===== src/core/fas_pkg.sv =====
// constants, field layout and carrier types of the fan acoustic smoothing block
// assumes a 50 MHz system clock and 8-bit register data

package fas_pkg;

  // system clock rate in kHz
  localparam int unsigned CLK_KHZ = 50000;

  // register offsets and values after reset
  localparam logic [7:0] REMOTE1_ACOUSTICS_CTRL_OFFSET = 8'h62;
  localparam logic [7:0] ACOUSTICS_CTRL_SECOND_OFFSET = 8'h63;
  localparam logic [7:0] REMOTE1_ACOUSTICS_CTRL_RESET = 8'h00;
  localparam logic [7:0] ACOUSTICS_CTRL_SECOND_RESET = 8'h00;
  localparam logic [7:0] UNMAPPED_READ = 8'h00;
  localparam logic [2:0] TACH_SYNC_RESET = 3'h6;
  localparam logic [7:0] DUTY_RESET = 8'h00;
  localparam logic [31:0] SLOT_CNT_RESET = 32'h0;

  // field positions inside remote1_acoustics_ctrl
  localparam int unsigned RAMP_RATE_LSB = 0;
  localparam int unsigned SMOOTH_EN_BIT = 3;
  localparam int unsigned TACH_SYNC_BIT = 4;
  localparam int unsigned FLOOR_SEL_LSB = 5;

  // fan_behaviour_select codes
  localparam logic [2:0] BHV_REMOTE1 = 3'h0;
  localparam logic [2:0] BHV_LOCAL = 3'h1;
  localparam logic [2:0] BHV_REMOTE2 = 3'h2;
  localparam logic [2:0] BHV_FULL = 3'h3;
  localparam logic [2:0] BHV_OFF = 3'h4;
  localparam logic [2:0] BHV_FAST_LR2 = 3'h5;
  localparam logic [2:0] BHV_FAST_ALL = 3'h6;
  localparam logic [2:0] BHV_MANUAL = 3'h7;

  // duty change per time slot, by remote1_ramp_rate code
  localparam logic [7:0] RAMP_STEP [8] = '{8'h01, 8'h02, 8'h03, 8'h04,
                                           8'h08, 8'h0C, 8'h18, 8'h30};
  // full 0..100 % ramp time in ms, timing select low and high
  localparam int unsigned RAMP_MS_LF [8] = '{37500, 18800, 12500, 7500,
                                             4700, 3100, 1600, 800};
  localparam int unsigned RAMP_MS_HF [8] = '{52200, 26100, 17400, 10400,
                                             6500, 4400, 2200, 1100};
  // full-scale duty count
  localparam int unsigned DUTY_FULL = 255;

  // clock cycles per time slot: ramp time * step / full scale
  function automatic int unsigned slot_cycles(input int unsigned ms,
                                              input int unsigned step);
    longint unsigned cyc;
    cyc = longint'(ms) * longint'(CLK_KHZ) * longint'(step) / longint'(DUTY_FULL);
    if (cyc < 64'h1) begin
      cyc = 64'h1;
    end
    return int'(cyc[31:0]);
  endfunction

  // slot lengths for both timing selections
  localparam int unsigned SLOT_CYC_LF [8] = '{
    slot_cycles(RAMP_MS_LF[0], 1), slot_cycles(RAMP_MS_LF[1], 2),
    slot_cycles(RAMP_MS_LF[2], 3), slot_cycles(RAMP_MS_LF[3], 4),
    slot_cycles(RAMP_MS_LF[4], 8), slot_cycles(RAMP_MS_LF[5], 12),
    slot_cycles(RAMP_MS_LF[6], 24), slot_cycles(RAMP_MS_LF[7], 48)};
  localparam int unsigned SLOT_CYC_HF [8] = '{
    slot_cycles(RAMP_MS_HF[0], 1), slot_cycles(RAMP_MS_HF[1], 2),
    slot_cycles(RAMP_MS_HF[2], 3), slot_cycles(RAMP_MS_HF[3], 4),
    slot_cycles(RAMP_MS_HF[4], 8), slot_cycles(RAMP_MS_HF[5], 12),
    slot_cycles(RAMP_MS_HF[6], 24), slot_cycles(RAMP_MS_HF[7], 48)};

  // layout of remote1_acoustics_ctrl, msb first
  typedef struct packed {
    logic [2:0] floor_select;      // drive3, drive2, drive1
    logic tach_sync;
    logic remote1_smooth_enable;
    logic [2:0] remote1_ramp_rate;
  } fas_ctrl_s;

  // per-drive inputs from the automatic control path
  typedef struct packed {
    logic [2:0] fan_behaviour_select;
    logic below_start;             // temp below auto_start_temperature - hyst
    logic [7:0] auto_duty;         // newly computed duty
    logic [7:0] min_duty;          // programmed minimum duty
  } fas_drive_in_s;

endpackage


===== src/core/fas_top.sv =====
// remote-1 acoustic smoothing register and duty ramp for three fan drives
// assumes all inputs come from logic on clk_i; register port is a plain
// address/strobe port with read data one cycle after the read strobe
// assumes cfg_lock_i and ramp_timing_sel_i are held by configuration logic
// of the same clock domain, and that drive_i carries the duty already
// computed by the automatic control path for each drive

`timescale 1ns/10ps

module fas_top #(
  // slot lengths in cycles, shortenable for simulation
  parameter int unsigned SLOT_CYC_LF [8] = fas_pkg::SLOT_CYC_LF,
  parameter int unsigned SLOT_CYC_HF [8] = fas_pkg::SLOT_CYC_HF
) (
  input wire logic clk_i,
  input wire logic rstn_i,
  input wire logic ce_i,
  input wire logic [7:0] reg_addr_i,
  input wire logic [7:0] reg_wdata_i,
  input wire logic reg_wr_i,
  input wire logic reg_rd_i,
  output logic [7:0] reg_rdata_o,
  input wire logic cfg_lock_i,
  input wire logic ramp_timing_sel_i,
  input wire fas_pkg::fas_drive_in_s [2:0] drive_i,
  output logic [2:0][7:0] fan_drive_duty_o,
  output logic [2:0] tach_sync_o
);

  // operation in brief:
  // - remote1_acoustics_ctrl holds the rate code, the smoothing enable,
  //   the speed-input sync bit and the three floor selects
  // - acoustics_ctrl_second is plain storage here; its fields steer the
  //   other channels' ramps, which live outside this block
  // - one free-running slot timer serves all three drives, so a target
  //   change waits at most one slot before its first step
  // - the slot length follows the rate code and the timing select; a
  //   change of either ends the slot at once if the count is already
  //   past the new length
  // - a smoothed drive moves by the selected step once per slot and
  //   stops on its target, rising and falling alike
  // - an unsmoothed drive follows its target one cycle after the inputs
  // - below the start temperature minus hysteresis an automatic drive
  //   takes 0% or its minimum duty, picked by its floor bit
  // - the floor is applied before ramping, so a smoothed drive also
  //   eases down onto its floor
  // - while ce_i is low every register, the timer and all outputs hold;
  //   only the reset synchroniser keeps running
  // - the lock input blocks every write; reads keep working
  //
  // register map on the plain port:
  // - 0x62 remote1_acoustics_ctrl: [2:0] rate code, [3] smoothing enable,
  //   [4] speed-input sync, [7:5] floor selects of drives 3, 2 and 1
  // - 0x63 acoustics_ctrl_second: stored and read back only
  // - any other address reads as zero and ignores writes
  //
  // outputs:
  // - fan_drive_duty_o[i] is the duty of drive i+1, 0 to 255
  // - tach_sync_o bits 0, 1 and 2 flag speed inputs 2, 3 and 4 as
  //   measured in step with drive 3
  // - reg_rdata_o carries read data for one cycle, zero otherwise
  //
  // limitations:
  // - only remote-1 smoothing is done here; the other channels' ramps
  //   belong to the logic that owns those channels
  // - the temperature compare is made upstream; below_start arrives
  //   as a ready flag per drive
  //
  // hazards:
  // - the slot timer is never cleared on a target change, trading an
  //   exact first-step delay for a single shared counter
  // - duty is an 8-bit count with 255 as full scale; the full-ramp
  //   times hold only for that scale

  // duty step for a rate code
  function automatic logic [7:0] ramp_step(input logic [2:0] code);
    return fas_pkg::RAMP_STEP[code];
  endfunction

  // true for behaviour codes under automatic temperature control
  function automatic logic is_auto(input logic [2:0] bhv);
    logic r;
    r = 1'b0;
    case (bhv)
      fas_pkg::BHV_REMOTE1,
      fas_pkg::BHV_LOCAL,
      fas_pkg::BHV_REMOTE2,
      fas_pkg::BHV_FAST_LR2,
      fas_pkg::BHV_FAST_ALL: r = 1'b1;
      // full speed, off and manual are not automatic
      default: r = 1'b0;
    endcase
    return r;
  endfunction

  // one ramp slot toward target, clamped at target
  function automatic logic [7:0] step_toward(input logic [7:0] cur,
                                             input logic [7:0] tgt,
                                             input logic [7:0] stp);
    logic [8:0] sum;
    logic [7:0] res;
    // ninth bit catches a carry past full scale
    sum = {1'b0, cur} + {1'b0, stp};
    res = cur;
    if (cur < tgt) begin
      // rising: stop at target
      res = (sum[7:0] > tgt || sum[8]) ? tgt : sum[7:0];
    end else if (cur > tgt) begin
      // falling: stop at target
      res = (cur - tgt < stp) ? tgt : cur - stp;
    end
    return res;
  endfunction

  // reset synchroniser stages
  logic rst_meta;
  logic rstn_sync;

  // register contents
  fas_pkg::fas_ctrl_s ctrl;
  logic [7:0] ctrl_second;

  // shared slot timer
  logic [31:0] slot_cnt;
  logic [31:0] slot_limit;
  logic slot_tick;

  // per-drive target duty after the floor choice
  logic [2:0][7:0] target;

  // write qualifiers
  logic wr_ok; // write strobe passed by the lock
  logic hit_ctrl; // remote1_acoustics_ctrl addressed
  logic hit_second; // acoustics_ctrl_second addressed

  // ramp controls: per-drive smoothing flags and one shared step
  logic [2:0] smooth_on; // drive i ramps instead of jumping
  logic [7:0] ramp_inc; // duty change per slot

  // release reset through two flops, assert immediately
  // both stages start low so no flop leaves reset ahead of the rest
  always_ff @(posedge clk_i or negedge rstn_i) begin
    if (!rstn_i) begin
      rst_meta <= 1'b0;
      rstn_sync <= 1'b0;
    end else begin
      rst_meta <= 1'b1;
      rstn_sync <= rst_meta;
    end
  end

  // writes land only while the lock is clear
  assign wr_ok = reg_wr_i && !cfg_lock_i;

  // address decode used by both write paths
  assign hit_ctrl = (reg_addr_i == fas_pkg::REMOTE1_ACOUSTICS_CTRL_OFFSET);
  assign hit_second = (reg_addr_i == fas_pkg::ACOUSTICS_CTRL_SECOND_OFFSET);

  // remote1_acoustics_ctrl storage
  always_ff @(posedge clk_i or negedge rstn_sync) begin
    if (!rstn_sync) begin
      ctrl <= fas_pkg::REMOTE1_ACOUSTICS_CTRL_RESET;
    end else if (ce_i) begin
      // software writes the whole byte at once
      if (wr_ok && hit_ctrl) begin
        ctrl <= reg_wdata_i;
      end
    end
  end

  // second acoustics register, stored only
  always_ff @(posedge clk_i or negedge rstn_sync) begin
    if (!rstn_sync) begin
      ctrl_second <= fas_pkg::ACOUSTICS_CTRL_SECOND_RESET;
    end else if (ce_i) begin
      // same lock as the first register
      if (wr_ok && hit_second) begin
        ctrl_second <= reg_wdata_i;
      end
    end
  end

  // read data, valid the cycle after the strobe only
  always_ff @(posedge clk_i or negedge rstn_sync) begin
    if (!rstn_sync) begin
      reg_rdata_o <= fas_pkg::UNMAPPED_READ;
    end else if (ce_i) begin
      if (reg_rd_i) begin
        // read back works whether or not the lock is set
        case (reg_addr_i)
          fas_pkg::REMOTE1_ACOUSTICS_CTRL_OFFSET: reg_rdata_o <= ctrl;
          fas_pkg::ACOUSTICS_CTRL_SECOND_OFFSET: reg_rdata_o <= ctrl_second;
          // unmapped addresses read as zero
          default: reg_rdata_o <= fas_pkg::UNMAPPED_READ;
        endcase
      end else begin
        // data bus idles at zero outside a read answer
        reg_rdata_o <= fas_pkg::UNMAPPED_READ;
      end
    end
  end

  // slot length from rate code and timing select
  always_comb begin
    if (ramp_timing_sel_i) begin
      slot_limit = SLOT_CYC_HF[ctrl.remote1_ramp_rate];
    end else begin
      slot_limit = SLOT_CYC_LF[ctrl.remote1_ramp_rate];
    end
  end

  // duty step for the current rate code
  assign ramp_inc = ramp_step(ctrl.remote1_ramp_rate);

  // slot end marker, one cycle wide
  assign slot_tick = (slot_cnt + 32'h1 >= slot_limit);

  // free-running slot timer, restarts at each slot end
  always_ff @(posedge clk_i or negedge rstn_sync) begin
    if (!rstn_sync) begin
      slot_cnt <= fas_pkg::SLOT_CNT_RESET;
    end else if (ce_i) begin
      // runs even with no drive smoothed, so a new ramp starts in step
      if (slot_tick) begin
        // also covers a shortened limit after a rate change
        slot_cnt <= 32'h0;
      end else begin
        slot_cnt <= slot_cnt + 32'h1;
      end
    end
  end

  // target duty with the below-start floor applied
  always_comb begin
    for (int i = 0; i < 3; i++) begin
      // default: the newly computed duty
      target[i] = drive_i[i].auto_duty;
      if (is_auto(drive_i[i].fan_behaviour_select) && drive_i[i].below_start) begin
        // floor choice per drive from bits 5..7
        if (ctrl.floor_select[i]) begin
          target[i] = drive_i[i].min_duty;
        end else begin
          target[i] = 8'h00;
        end
      end
    end
  end

  // a drive ramps only when remote 1 controls it and smoothing is on
  always_comb begin
    for (int i = 0; i < 3; i++) begin
      // behaviour code 000 ties the drive to remote 1
      smooth_on[i] = (drive_i[i].fan_behaviour_select == fas_pkg::BHV_REMOTE1)
                     && ctrl.remote1_smooth_enable;
    end
  end

  // duty outputs, ramped for remote-1 drives
  always_ff @(posedge clk_i or negedge rstn_sync) begin
    if (!rstn_sync) begin
      fan_drive_duty_o <= {3{fas_pkg::DUTY_RESET}};
    end else if (ce_i) begin
      for (int i = 0; i < 3; i++) begin
        if (smooth_on[i]) begin
          // gradual approach, one step per slot; holds between slots
          if (slot_tick) begin
            fan_drive_duty_o[i] <= step_toward(fan_drive_duty_o[i], target[i],
                                               ramp_inc);
          end
        end else begin
          // no smoothing: follow target at once
          fan_drive_duty_o[i] <= target[i];
        end
      end
    end
  end

  // speed inputs 2,3,4 measured in step with drive 3
  always_ff @(posedge clk_i or negedge rstn_sync) begin
    if (!rstn_sync) begin
      tach_sync_o <= fas_pkg::TACH_SYNC_RESET;
    end else if (ce_i) begin
      // inputs 3 and 4 always synced, input 2 by bit 4
      tach_sync_o <= {1'b1, 1'b1, ctrl.tach_sync};
    end
  end

endmodule

===== config.mk =====
export PLATFORM = sky130hd
export DESIGN_NAME = fas_top
export DESIGN_NICKNAME = d
export VERILOG_FILES = /design/src/core/fas_pkg.sv /design/src/core/fas_top.sv
export SDC_FILE = /design/constraint.sdc
export NUM_CORES = 1
export LEC_CHECK = 0
export BUFFER_PORTS_ARGS = -buffer_cell sky130_fd_sc_hd__buf_2
export CAP_MARGIN = 20
export CORE_AREA = 5 5 164 166
export CTS_BUF_LIST = sky130_fd_sc_hd__clkbuf_4 sky130_fd_sc_hd__clkbuf_8
export DETAILED_ROUTE_END_ITERATION = 8
export DIE_AREA = 0 0 169 171
export HOLD_SLACK_MARGIN = 0.06
export PLACE_DENSITY_LB_ADDON = 0.25
export SETUP_SLACK_MARGIN = 0.1
export SLEW_MARGIN = 20
export SYNTH_ARGS = -nofsm -noshare
export SYNTH_HDL_FRONTEND = slang
export SYNTH_SLANG_ARGS = --single-unit

===== constraint.sdc =====
create_clock -name clk_i -period 3.65 [get_ports clk_i]
set_clock_uncertainty 0.05 [all_clocks]
set_input_delay 0.9125 -clock clk_i [delete_from_list [all_inputs] [get_ports clk_i]]
set_output_delay 0.9125 -clock clk_i [all_outputs]
set_load 0.005 [all_outputs]

==> metrics.md <==
| Metric | Value |
|---|---|
| Status | finished, violations left |
| Violated checks | setup timing |
| EDFF count, synth | 0 |
| Hold_buf cts | 0 |
| Via count | 10560 |
| CP Max Fanout | 5 |
| M2 GR Usage | 0.3920 |
| GR Layer Usage met3 | 0.03189 |
| Power Density | 294.4 nW/µm² |
| Drt drc | 0 |
| Dpl cell area | 13220 µm² |
| Synthesized cell area | 9686 µm² |
| First drt pass iteration count | 5 |
| Synth Area in Adders | 0.1738 |
| Busiest grt layer | met2 |
| GRT Util Overall | 0.2281 |
| Register share of total power | 0.240 |
| Tcrit/Tclk final | 1.224 |
| Syn Inst Count | 1155 |
| Design area | 15090 µm² |
| CTS root buf | clkbuf_8 |
| # port buffers | 115 |
| Worst path top cell family by delay | compound AO/OA/AOI/OAI gates |
| PnR Total Power | 4.442 mW |
| Clock Latency Late Sink | 390 ps |
| Post-synth ARST share | 1.000 |
| Clock power frac | 0.180 |
| Max-Cap Viols | 0 |
| Gate power share | 0.580 |
| Met1 usage in global routing | 0.2995 |
| Antenna violations before repair | 0 |
| CP Buf/Inv Count | 4 |
| Portion of netlist area occupied by mux cells | 0.04134 |
| Critical Path Start Type | input pin |
| Final hold violation count | 0 |
| Tightest Pin Transition | 897.6 ps |
| Clk pin slew, worst setup/hold paths | 100 ps |
| Largest family of logic cells by synthesized area | compound AO/OA/AOI/OAI gates |
| Synth Register Bits | 83 |
| Commonest cells after routing, fill and taps aside | buf_4 (361), buf_2 (109), ha_1 (97) |
| Tmin final | 4466 ps |
| Initial core utilization | 0.3803 |
| Sw frac | 0.3908 |
| CTS tree | done |
| Total negative slack | -15420 ps |
| Compound-gate portion of the synthesized area | 0.2589 |
| Cell variety after synth | 105 |
| Critical path's slowest cell | o31ai_4 |
| Std cell rows | 59 |
| Post-Route WL | 34050 µm |
| DP HPWL | 25780 µm |
| Final hold slack | 159.0 ps |
| Final slew viol count | 0 |
| Total CTS buffers | 9 |
| Antenna Cells | 0 |
| Number of global-route vias before repair | 10680 |
| Global-route wire length before repair | 53960 µm |
| Leading cell type in the layout, fill and taps excluded | buf_4 |
| R2r worst-path depth | 22 |
| Most used DFF post-synth | dfrtp_1 |
| Crit end category | flop |
| Critical path's largest stage delay | 370 ps |
| Max IR drop VDD | 0.1590 mV |
| CP Cell Sequence | buf_8 -> inv_12 -> ha_4 -> nor2b_4 -> o21a_1 -> mux2_4 -> xnor2_4 -> ha_2 -> inv_2 -> o311ai_4 -> maj3_2 -> nor2_2 -> nor2_2 -> xor2_1 -> ha_1 -> a21o_1 -> o21ai_1 -> nand4_1 -> o31ai_4 -> buf_4 -> o221a_1 -> nor4_1 -> a221o_1 |
| Share of cells above drive strength 1 | 0.4722 |
| Wire length per cell | 17.27 µm |
| # setup viols final | 24 |
| Avg Inst Size Synth | 8.386 µm² |
| XOR/XNOR share of the synthesized area | 0.06420 |
| Yosys warnings | 0 |
| Clk sink count | 83 |
| Instance count on the critical path | 23 |
| H-tree levels | 3 |
| Most used cell, CP | nor2_2 |
| Die area | 28900 µm² |
| P_sw | 1.736 mW |
| Core Area | 25470 µm² |
| Setup CP Type | in2reg |
| ANT nets after route | 0 |
| Vias per Instance | 5.352 |
| Crit path DAT | 4700 ps |
| Maximum clock path buffer count | 2 |
| Min-Delay Path Class | reg2async |
| Simple-gate share of the synthesized area | 0.1967 |
| Slew headroom | 0.4009 |
| Die Y-Extent | 171 µm |
| GPL Wtd Cong | 0.9148 |
| Layout net count | 1839 |
| Sequential share of the synthesized area | 0.2144 |
| Max Clk Rate | 223.9 MHz |
| Top Ports | 118 |
| Area growth syn-to-layout | 55.82% |
| Iter 0 DRT Violations | 475 |
| Grt total ovfl | 0 |
| Critical Path RT | 3880 ps |
| Die Width | 169 µm |
| Internal | 2.706 mW |
| Leakage power | 7.254 nW |
| Worst Setup Slack, final | -816.0 ps |
| RSZ-0062 raised after global routing | true |
| Largest net degree at the start of global routing | 35 |
[power groups by stage]
stage	clock [mW]	combinational (mW)	sequential, mW
after global routing	0.847	2.82	1.08
after global placement	0	2.19	1.07
after detailed placement	0	2.23	1.07
final	0.798	2.58	1.07
after CTS	0.810	2.42	1.06
after floorplan	0	1.27	1.10
[synthesized netlist by cell type, drive strengths merged, types with 15 or more instances]
| cell | count | area, µm² |
|---|---|---|
| ha | 118 | 1476 |
| nand2 | 108 | 410.4 |
| dfrtp | 83 | 2077 |
| a21oi | 78 | 397.9 |
| o21ai | 77 | 422.9 |
| inv | 73 | 274.0 |
| nor2 | 70 | 265.3 |
| xnor2 | 61 | 534.3 |
| nand3 | 37 | 185.2 |
| and3 | 30 | 187.7 |
| a21o | 29 | 217.7 |
| clkbuf | 29 | 108.9 |
| nor3 | 20 | 105.1 |
| mux2i | 18 | 205.2 |
| nor2b | 18 | 127.6 |
| mux2 | 17 | 195.2 |
| o21bai | 17 | 131.4 |
| o2bb2ai | 17 | 148.9 |
| buf | 15 | 103.9 |
| nand2b | 15 | 93.84 |
[worst paths after layout]
path                             start                   to  slack, ps
setup / recovery           drive_i[18]  fan_drive_duty_o[6]       -820
hold / removal               rstn_sync       reg_rdata_o[0]        160
setup reg to reg               ctrl[0]  fan_drive_duty_o[3]       -700
hold reg to reg              rstn_sync       reg_rdata_o[0]        160
min in group clk_i            rst_meta            rstn_sync        320
max in group asynchronous    rstn_sync          slot_cnt[6]       2610
[cell type report]
type	instances	area, µm²
Fill cell	2210	10380
Multi-Input combinational cell	957	8274
Timing Repair Buffer	508	3790
Sequential cell	83	2083
Tap cell	335	419.2
Inverter	73	301.5
Clock buffer	9	123.9
Clock inverter	7	100.1
[registers in the layout, summed over array words and instances (netlist names)]
register	count
ctrl_second	8
rst_meta	1
reg_rdata_o	8
fan_drive_duty_o	24
slot_cnt	32
tach_sync_o	1
ctrl	8
rstn_sync	1
[worst reg2reg max path, stage by stage, from the launching register on]
cell	delay, ps
dfrtp_2	460
inv_2	100
ha_4	210
nand2b_4	160
inv_6	80
buf_4	150
fa_2	370
a21oi_2	160
o21bai_1	90
a21oi_1	160
o21bai_2	110
xor2_1	160
ha_1	310
and4_1	220
o21ai_0	100
nand2_1	70
o31a_1	160
a32oi_2	90
buf_4	180
and2_1	200
a221o_1	360
a32o_1	220
o21ai_1	110
[through the flow]
step	worst slack, ps	utilization	cells
6_report	-816.0	0.5926	1972
5_1_grt	-1022	0.5926	1972
4_1_cts	-795.4	0.5660	1947
3_5_place_dp	-1379	0.5191	1892
3_3_place_gp	-1323	0.5191	1892
2_1_floorplan	-1118	-	1157
[metal layers]
layer | up-vias | share of wire
li1 | 5201 | -
met1 | 5054 | 0.44
met2 | 243 | 0.48
met3 | 57 | 0.049
met4 | 0 | 0.023
met5 | - | 0
[repair_timing]
item                       CTS  global route
resized for setup          144            98
setup endpoints to repair   48            48
pin swaps                   82            83
setup buffers               37            27
cloned                       2             1
[logic make-up after synthesis]
logic type | after synthesis
AO/OA/AOI/OAI | 347
adder cells (fa/ha/maj) | 132
multiplexers | 35
flip-flops | 83
AND/OR/NAND/NOR | 369
other | 1
XOR/XNOR | 71
buffers and inverters | 117
(Power assumes the default switching activity.)
